### config.mk
export PLATFORM = sky130hd
export DESIGN_NAME = result_regs
export DESIGN_NICKNAME = d
export VERILOG_FILES = /design/src/include/result_regs_pkg.sv /design/src/rtl/result_regs.sv /design/src/rtl/result_store.sv
export VERILOG_INCLUDE_DIRS = /design/src /design/src/include
export SDC_FILE = /design/constraint.sdc
export NUM_CORES = 1
export LEC_CHECK = 0
export BUFFER_PORTS_ARGS = -buffer_cell sky130_fd_sc_hd__buf_2
export CORE_MARGIN = 3
export CORE_UTILIZATION = 40
export DETAILED_ROUTE_END_ITERATION = 8
export PLACE_DENSITY = 0.58
export SETUP_SLACK_MARGIN = 0.3
export SYNTH_ARGS = -nofsm -noshare
export SYNTH_HDL_FRONTEND = slang
export SYNTH_HIERARCHICAL = 1
export SYNTH_SLANG_ARGS = --single-unit
### constraint.sdc
create_clock -name clk_sys -period 1.2 [get_ports clk_sys]
set_clock_uncertainty 0.05 [all_clocks]
set_input_delay 0.12 -clock clk_sys [delete_from_list [all_inputs] [get_ports clk_sys]]
set_output_delay 0.12 -clock clk_sys [all_outputs]
set_load 0.02 [all_outputs]
### src/include/result_regs_defs.svh
// Purpose: Constants for the measurement result register bank.
// Assumes: 8-bit registers on the device register port.
// Notes: Offsets are the printed register addresses.
// Operation
// - Charge current bits 14..8 read in bits 6:0 at 19h, 256 mA up to 16384 mA.
// - Bit 7 of 19h always reads zero, so charge current is a 15-bit non-negative value.
// - Charge current bits 7..0 read at 1Ah, 1 mA up to 128 mA.
// - Input voltage bits 15..8 read at 1Bh, 256 mV up to 16384 mV in bits 0..6.
// - Input and battery voltages are 16-bit two's complement with the sign in bit 7 of the upper byte.
// - Input voltage bits 7..0 read at 1Ch, 1 mV up to 128 mV.
// - Battery voltage bits 15..8 read at 1Dh, 256 mV up to 16384 mV in bits 0..6.
// - Battery voltage bits 7..0 read at 1Eh.
// - All result registers are read-only, reset to 00h, cleared by register reset, kept on watchdog expiry.
`ifndef RESULT_REGS_DEFS_SVH
`define RESULT_REGS_DEFS_SVH
`define CHG_CUR_HIGH_OFS   8'h19
`define CHG_CUR_LOW_OFS    8'h1A
`define IN_VOLT_HIGH_OFS   8'h1B
`define IN_VOLT_LOW_OFS    8'h1C
`define BAT_VOLT_HIGH_OFS  8'h1D
`define BAT_VOLT_LOW_OFS   8'h1E
`define RESULT_RESET_VAL   16'h0000
`define CHG_CUR_RSVD_BIT   15
`define RESULT_COUNT       3
`endif

### src/include/result_regs_pkg.sv
// Purpose: Types for the measurement result register bank.
// Assumes: Nothing beyond the constants header.
// Notes: One struct carries a converter update.
package result_regs_pkg;
  typedef enum logic [1:0] {
    SRC_CHG_CUR,
    SRC_IN_VOLT,
    SRC_BAT_VOLT
  } result_src_t;

  typedef struct packed {
    logic        valid;
    result_src_t src;
    logic [15:0] value;
  } result_update_t;

  typedef struct packed {
    logic       rd;
    logic [7:0] addr;
  } reg_read_t;
endpackage : result_regs_pkg

### src/rtl/result_regs.sv
// Purpose: Read-only bank of charge current, input voltage and battery voltage results.
// Assumes: Converter updates and register reads come from logic on clk_sys.
// Notes: Read data valid two cycles after the read strobe; writes do not exist.
`timescale 1ns/1ps
`include "result_regs_defs.svh"
module result_regs (
  input  wire logic                           clk_sys,
  input  wire logic                           rst_b,
  input  wire logic                           reg_reset,
  input  wire logic                           watchdog_expired,
  input  wire result_regs_pkg::result_update_t update,
  input  wire result_regs_pkg::reg_read_t      rd_req,
  output logic      [7:0]                     rd_data,
  output logic                                rd_valid,
  output logic                                rd_hit
);
  logic [1:0]  rd_idx;
  logic        rd_hi;
  logic        rd_map;
  logic [15:0] word;
  logic        pend_r;
  logic        pend_hi_r;
  logic        pend_map_r;
  logic        pend_chg_r;
  logic [15:0] upd_value;
  logic [2:0]  rd_dec;

  // Offset decode, shared by the read path and checks
  function automatic logic [2:0] decode(input logic [7:0] a);
    case (a)
      `CHG_CUR_HIGH_OFS:  decode = {1'b1, 2'd0};
      `CHG_CUR_LOW_OFS:   decode = {1'b1, 2'd0};
      `IN_VOLT_HIGH_OFS:  decode = {1'b1, 2'd1};
      `IN_VOLT_LOW_OFS:   decode = {1'b1, 2'd1};
      `BAT_VOLT_HIGH_OFS: decode = {1'b1, 2'd2};
      `BAT_VOLT_LOW_OFS:  decode = {1'b1, 2'd2};
      default:            decode = 3'h0;
    endcase
  endfunction : decode

  always_comb begin
    rd_dec = decode(rd_req.addr);
    rd_map = rd_dec[2];
    rd_idx = rd_dec[1:0];
    // High bytes sit at odd offsets here
    rd_hi  = rd_req.addr[0];
  end

  // Charge current is unsigned 15-bit; top bit forced clear
  always_comb begin
    upd_value = update.value;
    if (update.src == result_regs_pkg::SRC_CHG_CUR) begin
      upd_value[`CHG_CUR_RSVD_BIT] = 1'b0;
    end
  end

  // Watchdog expiry deliberately not wired to clear
  result_store #(
    .DEPTH (`RESULT_COUNT)
  ) u_store (
    .clk_sys (clk_sys),
    .rst_b   (rst_b),
    .clear   (reg_reset),
    .wr_en   (update.valid),
    .wr_idx  (update.src),
    .wr_data (upd_value),
    .rd_idx  (rd_idx),
    .rd_data (word)
  );

  always_ff @(posedge clk_sys or negedge rst_b) begin
    if (!rst_b) begin
      pend_r     <= 1'b0;
      pend_hi_r  <= 1'b0;
      pend_map_r <= 1'b0;
      pend_chg_r <= 1'b0;
    end else begin
      pend_r     <= rd_req.rd;
      pend_hi_r  <= rd_hi;
      pend_map_r <= rd_map;
      pend_chg_r <= rd_idx == 2'd0;
    end
  end

  always_ff @(posedge clk_sys or negedge rst_b) begin
    if (!rst_b) begin
      rd_data  <= 8'h00;
      rd_valid <= 1'b0;
      rd_hit   <= 1'b0;
    end else begin
      rd_valid <= pend_r;
      rd_hit   <= pend_r && pend_map_r;
      if (!pend_r || !pend_map_r || reg_reset) begin
        rd_data <= 8'h00;
      end else if (pend_hi_r) begin
        // Upper byte: 256 up to 16384 in bits 6:0, sign or zero in bit 7
        rd_data <= pend_chg_r ? {1'b0, word[14:8]} : word[15:8];
      end else begin
        rd_data <= word[7:0];
      end
    end
  end

  // Checks
  property p_chg_rsvd_zero;
    @(posedge clk_sys) disable iff (!rst_b)
      (rd_req.rd && rd_req.addr == `CHG_CUR_HIGH_OFS) |-> ##2 (rd_valid && !rd_data[7]);
  endproperty
  a_chg_rsvd_zero: assert property (p_chg_rsvd_zero) else $error("charge high bit 7 not zero");

  property p_read_latency;
    @(posedge clk_sys) disable iff (!rst_b)
      rd_req.rd |-> ##2 rd_valid;
  endproperty
  a_read_latency: assert property (p_read_latency) else $error("read answer late");

  property p_reset_clears;
    @(posedge clk_sys) disable iff (!rst_b)
      reg_reset ##1 (!reg_reset && !update.valid) [*2] |-> (rd_data == 8'h00);
  endproperty
  a_reset_clears: assert property (p_reset_clears) else $error("register reset did not clear");

  property p_in_volt_low;
    @(posedge clk_sys) disable iff (!rst_b)
      (update.valid && update.src == result_regs_pkg::SRC_IN_VOLT && !reg_reset)
      ##1 (rd_req.rd && rd_req.addr == `IN_VOLT_LOW_OFS && !update.valid && !reg_reset)
      ##1 (!update.valid && !reg_reset)
      |-> ##1 (rd_data == $past(update.value[7:0], 3));
  endproperty
  a_in_volt_low: assert property (p_in_volt_low) else $error("input low byte wrong");

  property p_bat_high;
    @(posedge clk_sys) disable iff (!rst_b)
      (update.valid && update.src == result_regs_pkg::SRC_BAT_VOLT && !reg_reset)
      ##1 (rd_req.rd && rd_req.addr == `BAT_VOLT_HIGH_OFS && !update.valid && !reg_reset)
      ##1 (!update.valid && !reg_reset)
      |-> ##1 (rd_data == $past(update.value[15:8], 3));
  endproperty
  a_bat_high: assert property (p_bat_high) else $error("battery high byte wrong");

  property p_unmapped;
    @(posedge clk_sys) disable iff (!rst_b)
      (rd_req.rd && !rd_map) |-> ##2 (rd_valid && !rd_hit && rd_data == 8'h00);
  endproperty
  a_unmapped: assert property (p_unmapped) else $error("unmapped read not zero");

  property p_watchdog_keeps;
    @(posedge clk_sys) disable iff (!rst_b)
      (watchdog_expired && !reg_reset && !update.valid && rd_req.rd && rd_map)
      |-> ##2 rd_hit;
  endproperty
  a_watchdog_keeps: assert property (p_watchdog_keeps) else $error("watchdog disturbed read");

  property p_chg_low;
    @(posedge clk_sys) disable iff (!rst_b)
      (update.valid && update.src == result_regs_pkg::SRC_CHG_CUR && !reg_reset)
      ##1 (rd_req.rd && rd_req.addr == `CHG_CUR_LOW_OFS && !update.valid && !reg_reset)
      ##1 (!update.valid && !reg_reset)
      |-> ##1 (rd_data == $past(update.value[7:0], 3));
  endproperty
  a_chg_low: assert property (p_chg_low) else $error("charge low byte wrong");

  property p_chg_high;
    @(posedge clk_sys) disable iff (!rst_b)
      (update.valid && update.src == result_regs_pkg::SRC_CHG_CUR && !reg_reset)
      ##1 (rd_req.rd && rd_req.addr == `CHG_CUR_HIGH_OFS && !update.valid && !reg_reset)
      ##1 (!update.valid && !reg_reset)
      |-> ##1 (rd_data == {1'b0, $past(update.value[14:8], 3)});
  endproperty
  a_chg_high: assert property (p_chg_high) else $error("charge high byte wrong");

  property p_in_volt_high;
    @(posedge clk_sys) disable iff (!rst_b)
      (update.valid && update.src == result_regs_pkg::SRC_IN_VOLT && !reg_reset)
      ##1 (rd_req.rd && rd_req.addr == `IN_VOLT_HIGH_OFS && !update.valid && !reg_reset)
      ##1 (!update.valid && !reg_reset)
      |-> ##1 (rd_data == $past(update.value[15:8], 3));
  endproperty
  a_in_volt_high: assert property (p_in_volt_high) else $error("input high byte wrong");

  property p_bat_low;
    @(posedge clk_sys) disable iff (!rst_b)
      (update.valid && update.src == result_regs_pkg::SRC_BAT_VOLT && !reg_reset)
      ##1 (rd_req.rd && rd_req.addr == `BAT_VOLT_LOW_OFS && !update.valid && !reg_reset)
      ##1 (!update.valid && !reg_reset)
      |-> ##1 (rd_data == $past(update.value[7:0], 3));
  endproperty
  a_bat_low: assert property (p_bat_low) else $error("battery low byte wrong");

  // Clear must beat an update landing on the same edge
  property p_reset_wins;
    @(posedge clk_sys) disable iff (!rst_b)
      (reg_reset && update.valid)
      ##1 (!update.valid && !reg_reset)
      ##1 (rd_req.rd && rd_map && !update.valid && !reg_reset)
      ##1 (!update.valid && !reg_reset)
      |-> ##1 (rd_data == 8'h00);
  endproperty
  a_reset_wins: assert property (p_reset_wins) else $error("update beat register reset");

  property p_reset_answer;
    @(posedge clk_sys) disable iff (!rst_b)
      reg_reset |=> (rd_data == 8'h00);
  endproperty
  a_reset_answer: assert property (p_reset_answer) else $error("read data not cleared by register reset");

  property p_idle_zero;
    @(posedge clk_sys) disable iff (!rst_b)
      !rd_valid |-> (rd_data == 8'h00);
  endproperty
  a_idle_zero: assert property (p_idle_zero) else $error("read data not zero while idle");

  property p_valid_origin;
    @(posedge clk_sys) disable iff (!rst_b)
      rd_valid |-> $past(rd_req.rd, 2);
  endproperty
  a_valid_origin: assert property (p_valid_origin) else $error("answer without a read");

  property p_hit_needs_valid;
    @(posedge clk_sys) disable iff (!rst_b)
      rd_hit |-> rd_valid;
  endproperty
  a_hit_needs_valid: assert property (p_hit_needs_valid) else $error("hit without answer");

  c_read_chg: cover property (@(posedge clk_sys) disable iff (!rst_b)
    rd_req.rd && rd_req.addr == `CHG_CUR_HIGH_OFS);
  c_read_bat: cover property (@(posedge clk_sys) disable iff (!rst_b)
    rd_req.rd && rd_req.addr == `BAT_VOLT_LOW_OFS);
  c_reset_cmd: cover property (@(posedge clk_sys) disable iff (!rst_b) reg_reset);
  c_read_in_volt: cover property (@(posedge clk_sys) disable iff (!rst_b)
    rd_req.rd && rd_req.addr == `IN_VOLT_HIGH_OFS);
  c_reset_on_update: cover property (@(posedge clk_sys) disable iff (!rst_b) reg_reset && update.valid);
endmodule : result_regs

### src/rtl/result_store.sv
// Purpose: Small store of whole 16-bit results, one word per source.
// Assumes: Single writer, single reader, same clock.
// Notes: Read data come out of a register; clear wipes every word.
`timescale 1ns/1ps
`include "result_regs_defs.svh"
module result_store #(
  parameter int DEPTH = 3
) (
  input  wire logic                     clk_sys,
  input  wire logic                     rst_b,
  input  wire logic                     clear,
  input  wire logic                     wr_en,
  input  wire logic [1:0]               wr_idx,
  input  wire logic [15:0]              wr_data,
  input  wire logic [1:0]               rd_idx,
  output logic      [15:0]              rd_data
);
  logic [15:0] mem_r [DEPTH];

  // Index ports are two bits wide, so four words at most
  if (DEPTH < 1 || DEPTH > 4) begin : g_depth_check
    $error("result_store: DEPTH must be 1..4");
  end

  // Whole word written at once so both bytes change together
  for (genvar i = 0; i < DEPTH; i++) begin : g_word
    always_ff @(posedge clk_sys or negedge rst_b) begin
      if (!rst_b) begin
        mem_r[i] <= `RESULT_RESET_VAL;
      end else if (clear) begin
        mem_r[i] <= `RESULT_RESET_VAL;
      end else if (wr_en && wr_idx == 2'(i)) begin
        mem_r[i] <= wr_data;
      end
    end
  end

  always_ff @(posedge clk_sys or negedge rst_b) begin
    if (!rst_b) begin
      rd_data <= `RESULT_RESET_VAL;
    end else if (clear) begin
      rd_data <= `RESULT_RESET_VAL;
    end else if (32'(rd_idx) < DEPTH) begin
      rd_data <= mem_r[rd_idx];
    end else begin
      rd_data <= `RESULT_RESET_VAL;
    end
  end
endmodule : result_store

---- After elaboration in Yosys (flattened, before gate mapping) ----
Cells that the tools add are included.
word-level totals
  word-level logic and storage cells ...... 54
  output and inout bits ................... 10
  flip-flop bits (word level) ............. 78
  input bits .............................. 32
cells by class
  equality and inequality tests ........... 8
  reduce and logical (&&, ||, !) cells .... 16
  bitwise operators ....................... 1
  multiplexer cells ....................... 16
  $lt $le $gt $ge ......................... 2
operator list
  operator                                             count
  two-way mux 16 bit                                   10
  equality test 8 x 5 -> 1 bit, second input constant  6
  binary-select mux 16 bit (select 2 bit)              1
  two-way mux 8 bit                                    3
  one-hot mux 3 bit (3 select lines)                   1
  nonzero test 2 bit                                   3
  OR reduction 2 bit                                   3
  logical AND 1 bit                                    4
  logical NOT 2 bit                                    2
  >= comparator 3 bit, second input constant           1
  inverter 2 -> 3 bit                                  1
  equality test 2 x 1 -> 1 bit, second input constant  1
  equality test 2 bit, second input constant           1
  logical NOT 1 bit                                    2
  logical OR 1 bit                                     2
  less-than comparator 2 bit, second input constant    1
  two-way mux 1 bit                                    1

---- Longest topological paths before layout ----
Gate-level depths: netlist (run 1).
  depth in word-level cells ............... 9
  mapped depth ............................ 6
  gate-level depth less buffers ........... 5

---- By module ----
The synthesis (run 1) kept the hierarchy.
by module, submodules not included
  module        area an instance (µm²)  instances  cells an instance  seq. area each (µm²)
  result_store  2805.2                  1          302                1601.5
  result_regs   594.3                   1          46                 350.3

---- Least setup slack after synthesis (run 1) ----
No wires, ideal clock.
  kind .................................... in2reg
  from .................................... input port rd_req[5] in the netlist's numbering
  to ...................................... register u_store.rd_data[0]
  setup slack ............................. -0.237 ns
  library setup time ...................... 0.094 ns
  path buffers ............................ 2
  arrival ................................. 1.293 ns
  cell stages on the path ................. 6
  required time ........................... 1.056 ns
  path through ............................ nor4b_4 and4_1 buf_2 buf_2 a211oi_1 a211oi_1
on the way
  word-level cells in the longest chain between the ends .. 9
  elaborated cells between the ends (all ways) .. 17
  classes of those cells .................. 1 x order compare; 6 x eq/ne; 6 x mux; 1 x bitwise; 3 x reduce/logical
ends and longest elaborated chain
  item                                                   RTL line            RTL
  start: declaration                                     result_regs.sv:12   input wire result_regs_pkg::reg_read_t rd_req,
  equality test 8 x 5 -> 1 bit                           result_regs.sv:30   case (a)
  OR reduction 2 bit (no line)                           --
  one-hot mux 3 bit (3 select lines) *                   result_regs.sv:30
  net rd_dec[1]                                          result_regs.sv:26   logic [2:0] rd_dec;
  inverter 2 -> 3 bit (implied by the code)              result_store.sv:44  rd_data <= mem_r[rd_idx];
  binary-select mux 16 bit (select 2 bit)                result_store.sv:44
  two-way mux 16 bit (implied by the code) (2 in a row)  result_store.sv:44
  two-way mux 16 bit *                                   result_store.sv:43  end else if (32'(rd_idx) < DEPTH) begin
  two-way mux 16 bit *                                   result_store.sv:41  end else if (clear) begin
  end signal: assignment                                 result_store.sv:42  rd_data <= `RESULT_RESET_VAL;
  end signal: assignment                                 result_store.sv:44
  end signal: assignment                                 result_store.sv:46  rd_data <= `RESULT_RESET_VAL;
  end: declaration                                       result_store.sv:16  output logic [15:0] rd_data
Mark *: on every way through the listed nets, which the timed path passes. The rest lies on a longest branch. The select of a mux whose other input is x is not followed.
A chain may end at the register's enable or synchronous reset.

---- Worst setup path after layout (run 1) ----
  from .................................... input port rd_req[7] in the netlist's numbering
  to ...................................... register u_store.rd_data[2]
Same word-level chain as after synthesis.

==> results of run 1 <==
==> worst paths after layout <==
kind,from,end,slack [ns]
setup / recovery,rd_req[7],u_store/rd_data[2],0.04
hold / removal,rd_req[4],pend_map_r,0.07
setup reg to reg,pend_hi_r,rd_data[6],0.19
hold reg to reg,u_store/rd_data[2],rd_data[2],0.44
max in group asynchronous,rst_b,u_store/mem_r[13],0.48
min in group asynchronous,rst_b,pend_hi_r,0.29
==> cells by family after synthesis <==
kind of cell | synth area share [%]
buffers and inverters | 3.35
multiplexers | 2.06
AND/OR/NAND/NOR | 21.7
XOR/XNOR | 0.258
flip-flops | 57.4
AO/OA/AOI/OAI | 15.2
==> power groups by stage <==
stage	combinational [mW]	sequential [mW]	clock, mW
final	0.521	2.73	2.08
after CTS	0.510	2.73	2.12
after floorplan	0.205	2.77	0
after global placement	0.434	2.78	0
after detailed placement	0.442	2.78	0
after global routing	0.579	2.74	2.24
==> sequential cells by signal, summed over array words and instances (netlist names) <==
name,count
u_store/rd_data,16
rd_valid,1
pend_r,1
rd_hit,1
pend_chg_r,1
rd_data,8
u_store/mem_r,48
pend_hi_r,1
pend_map_r,1
==> metrics by stage <==
step	std cells	util (%)	worst slack [ns]	power, mW
after floorplan	348	-	-0.0827	2.98
after global placement	481	48.8	-0.360	3.21
after detailed placement	481	48.8	-0.375	3.22
after CTS	521	56.6	0.0770	5.36
after global routing	524	57.9	-0.0000679	5.56
final	524	57.9	0.0439	5.34
==> cells in the final DEF, fill, tap and decap left out, types with 2 or more instances in the layout <==
cell type | synthesis | routed
and3b_1 | 3 | 3
a211oi_1 | 32 | 20
dlygate4sd3_1 | 0 | 19
dfrtp_1 | 78 | 78
mux2i_2 | 0 | 2
clkinv_2 | 0 | 2
nand2b_1 | 17 | 16
a211oi_2 | 0 | 11
clkbuf_8 | 0 | 13
buf_4 | 1 | 8
nor2b_1 | 16 | 16
buf_6 | 0 | 13
buf_12 | 0 | 12
nor2_1 | 7 | 7
buf_2 | 13 | 27
nand3b_1 | 4 | 4
a21oi_1 | 49 | 49
nand2_1 | 96 | 96
buf_16 | 0 | 3
mux2i_1 | 7 | 4
==> area by class of cell <==
class / count / area (sq um)
fillers: 705 / 3350
well taps: 102 / 128
clock inverters: 3 / 40.0
repair buffers: 83 / 880
flip-flops and latches: 78 / 1950
clock buffers: 13 / 179
multi-input cells: 245 / 1440
==> layer usage <==
metal	track usage (%)	vias up	part of all wire [%]
li1	-	1319	-
met1	24.2	1313	45
met2	30.3	55	50
met3	4.07	2	4.2
met4	5.04	0	0.37
met5	0	-	0
==> what timing repair did <==
item,4_1_cts,5_1_grt
hold endpoints to repair,126,0
endpoints found under the setup margin,34,34
pin swaps,2,8
resized for setup,32,13
setup buffers,2,2
hold buffers,19,0
gates cloned,3,1
==> impl_results.md, run 1 <==
* Number of synthesized flops with an enable pin at 0
* Number of H-tree levels at 3
* Drt drc at 0
* Async set or reset register ratio after synthesis at 100%
* Global-route wire length before repair at 13900 um
* CP Max Fanout at 7
* Crit path cell chain: buf_6, nor4b_4, and4_4, buf_6, buf_16, a211oi_4, a211oi_2
* Post-Syn Area at 3400 sq um
* Final Max Tran Viols at 0
* Hold depth at 2
* Number of distinct library cells after synthesis at 27
* Final net count at 449
* Iteration-0 DRC Markers at 187
* DIE AREA at 9640 sq um
* Max-slew headroom at 72.3%
* Sequential share of power at 51.2%
* Setup violators final at 0
* Die Height at 98.2 um
* Worst-Skew Late Latency at 0.34 ns
* Worst Tran Pin Value at 0.416 ns
* Cell area after layout at 4620 sq um
* Synth top cells by count: nand2_1, dfrtp_1, a21oi_1, a211oi_1, nand2b_1
* DP HPWL at 4600 um
* Cells after Synth at 348
* Area grow syn2layout at 35.8%
* Final hold vios at 0
* Most frequent cell after synthesis: nand2_1
* Minimum clock period at 1.16 ns
* Mean Syn Cell Area at 9.77 sq um
* # diodes at 0
* CORE AREA at 7970 sq um
* Clock power share at 39.0%
* Switching share of power at 22.9%
* WP data arrival at 1.36 ns
* Routed vias/inst at 5.13
* Max clock buf depth at 2
* Clk slew on worst S/H paths at 0.07 ns
* Buf/Inv on CP at 3
* Power per cell area at 1160 nW/um^2
* Crit start category: input pin
* CTS tree: yes
* Initial Util at 42.7%
* Layout cells sized above 1 at 23.7%
* Syn_nets at 380
* Lkg Pwr at 2.00 nW
* # IOs at 42
* Yosys warning total at 6
* MaxCap Viol Count at 0
* Crit-path slowest cell: and4_4
* CP Capture Type: flip-flop
* Crit-path leading delay family: simple AND/OR/NAND/NOR gates
* Status: complete, no violations
* Final Hold Slack at 0.0721 ns
* GRT Total Usage at 18.2%
* CP Data Required Time at 1.40 ns
* Area contributors post-synth: dfrtp_1, nand2_1, a21oi_1
* Placed cell areas at 3890 sq um
* Antenna violations before repair at 0
* Most common cell on crit path: buf_6
* Crit Path Class: input pin to flip-flop
* Area share of the largest cell type after synthesis at 57.4%
* Largest area contributor in the netlist: dfrtp_1
* Setup TNS at 0 ns
* Placer Congestion at 0.753
* Comb pwr share at 9.8%
* Die W at 98.2 um
* Largest net degree at the start of global routing at 79
* RSZ-0062 raised after global routing: yes
* Sw power at 1.22 mW
* Peak Freq at 865 MHz
* Clk sinks at 78
* Seq cells post-synth at 78
* CTS root buffer: clkbuf_8
* R2r worst-path depth at 3
* Largest stage delay, worst path at 0.32 ns
* Drt total wl at 8300 um
* Worst hold path type: input pin to flip-flop
* Number of global-route vias before repair at 2701
* Sequential area share after synthesis at 57.4%
* DR WL/cell at 15.8 um
* Most used DFF post-synth: dfrtp_1
* Total number of vias at 2689
* Int Power at 4.12 mW
* Max IR drop VDD at 0.830 mV
* Clock buffer count from CTS at 9
* Crit. path cell count at 7
* Period utilization at 96.3%
* Detail Route Antenna Nets at 0
* Drt first pass iters at 4
* # port buffers at 40
* Grt total ovfl at 0
* Row count at 32
Note: power is estimated with default switching activity, not from simulation.
==> run 2: changes to the inputs <==
--- a/config.mk
+++ b/config.mk
@@ -10,7 +10,7 @@
 export CORE_MARGIN = 3
 export CORE_UTILIZATION = 40
 export DETAILED_ROUTE_END_ITERATION = 8
-export PLACE_DENSITY = 0.58
+export PLACE_DENSITY_LB_ADDON = 0.2
 export SETUP_SLACK_MARGIN = 0.3
 export SYNTH_ARGS = -nofsm -noshare
 export SYNTH_HDL_FRONTEND = slang
==> impl_results.md, run 2 (synthesis results as in run 1) <==
* RSZ-0062 raised after global routing: yes
* Clk sinks at 78 (unchanged)
* Crit start category: input pin
* Worst hold path type: input pin to flip-flop
* Final hold vios at 0 (unchanged)
* Status: complete, no violations
* CP Max Fanout at 11 (+4)
* Most common cell after layout, fill and taps aside: nand2_1
* Peak Freq at 855 MHz (-1.2%)
* Iteration-0 DRC Markers at 134 (-28%)
* Antenna violations before repair at 0 (unchanged)
* Max IR drop VDD at 0.645 mV (-22%)
* Setup WS post-layout at 0.0303 ns (-0.0136 ns)
* Clock buffer count from CTS at 9 (unchanged)
* MaxCap Viol Count at 0 (unchanged)
* WP data arrival at 1.34 ns (-0.02 ns)
* Setup WS pre-CTS at -0.412 ns (-0.0372 ns)
* # IOs at 42 (unchanged)
* Most frequent cells in the layout: nand2_1, dfrtp_1, a21oi_1, buf_2, buf_4
* Die Height at 98.2 um (unchanged)
* Filler Cells Inserted at 688 (-2.4%)
* Setup TNS at 0 ns (unchanged)
* Row count at 32 (unchanged)
* Crit-path slowest cell: and4_4
* CP Data Required Time at 1.37 ns (-0.03 ns)
* Placer Congestion at 0.852 (+13%)
* Total number of vias at 2763 (+2.8%)
* Max-slew headroom at 72.2% (-0.087 points)
* Cell area after layout at 4620 sq um (about the same)
* # diodes at 0 (unchanged)
* Most common cell on crit path: a211oi_1
* Area grow syn2layout at 35.9% (about the same)
* Setup violators final at 0 (unchanged)
* Global-route wire length before repair at 13600 um (-2.4%)
* Period utilization at 97.5% (+1.1 points)
* Drt total wl at 8250 um (-0.69%)
* Lkg Pwr at 2.02 nW (+0.92%)
* Initial Util at 42.7% (unchanged)
* CTS root buffer: clkbuf_8
* Reg2reg setup slack at 0.18 ns (about the same)
* CP Capture Type: flip-flop
* Crit path cell chain: buf_6, nor4b_4, and4_4, buf_12, nor2b_1, a211oi_1, a211oi_1
* Top reg by flops: u_store/mem_r
* Detail Route Antenna Nets at 0 (unchanged)
* Inst Count DP at 495 (+2.9%)
* Max reg flops at 48 (unchanged)
* Max clock buf depth at 2 (unchanged)
* Drt drc at 0 (unchanged)
* DP HPWL at 5260 um (+14%)
* Final net count at 459 (+2.2%)
* Power per cell area at 1150 nW/um^2 (-0.35%)
* Worst-Skew Late Latency at 0.34 ns (about the same)
* Final Max Tran Viols at 0 (unchanged)
* Crit Path Class: input pin to flip-flop
* # port buffers at 40 (unchanged)
* Layout cells sized above 1 at 26.5% (+2.8 points)
* Worst Tran Pin Value at 0.417 ns (+0.00131 ns)
* Clk slew on worst S/H paths at 0.07 ns (about the same)
* Routed vias/inst at 5.18 (+1.0%)
* Largest net degree at the start of global routing at 79 (unchanged)
* DIE AREA at 9640 sq um (unchanged)
* Register area at 1950 sq um (about the same)
* Number of H-tree levels at 3 (unchanged)
* CTS tree: yes
* GRT Total Usage at 17.6% (-0.69 points)
* Area of the multi-input gates at 1460 sq um (+1.1%)
* Largest regs: u_store/mem_r x48, u_store/rd_data x16, rd_data x8
* Minimum clock period at 1.17 ns (+0.0136 ns)
* Placed cell areas at 3960 sq um (+1.7%)
* DR WL/cell at 15.5 um (-2.4%)
* Largest stage delay, worst path at 0.37 ns (+0.05 ns)
* Die W at 98.2 um (unchanged)
* Grt total ovfl at 0 (unchanged)
* Drt first pass iters at 5 (+1)
* Number of global-route vias before repair at 2773 (+2.7%)
* CORE AREA at 7970 sq um (unchanged)
* Final Non-Filler Cells at 533 (+1.7%)
[run 2: area by class of cell]
cell class | count | share of cell area, %
sequential | 78 | 42.3
timing repair buffer | 93 | 19.0
clock inverter | 4 | 1.57
clock buffer | 11 | 2.84
tap | 102 | 2.76
multi-input combinational | 245 | 31.5
[run 2: timing repair]
item / CTS / global route
setup endpoints to repair: 34 / 34
hold buffers: 18 / 0
resized for setup: 30 / 20
pin swaps: 4 / 4
cloned: 0 / 2
endpoints found under the hold margin: 124 / 0
setup buffers: 1 / 2
[run 2: metrics by stage]
stage,utilization (%),power (mW),hold WS [ns]
floorplan,-,2.98,-0.226
global placement,49.7,3.23,0.128
detailed placement,49.7,3.24,0.126
CTS,56.0,5.35,0.0348
global route,58.0,5.56,0.0587
finish,58.0,5.32,0.0504
[run 2: routing by layer]
layer | wire, um | track usage [%]
met1 | 3560 | 22.3
met2 | 4220 | 29.8
met3 | 395 | 5.50
met4 | 64 | 3.47
met5 | 0 | 0
[run 2: worst paths after layout]
kind / endpoint / startpoint / depth (start not counted)
max: u_store/rd_data[9] / rd_req[5] / 7
min in group asynchronous: rd_hit / rst_b / 3
max reg2reg: rd_data[6] / pend_hi_r / 3
min: pend_chg_r / rd_req[4] / 3
max in group asynchronous: u_store/mem_r[12] / rst_b / 3
min reg2reg: rd_hit / pend_map_r / 1
[run 2: power by group]
group | internal, mW | switching (mW)
logic | 0.252 | 0.282
clock network | 1.16 | 0.891
registers | 2.70 | 0.0413
[run 2: worst max-delay path, delay by kind of cell]
| family | cells | cell delay [ns] |
|---|---|---|
| simple gates | 3 | 0.70 |
| buf+inv | 2 | 0.26 |
| compound gates | 2 | 0.26 |
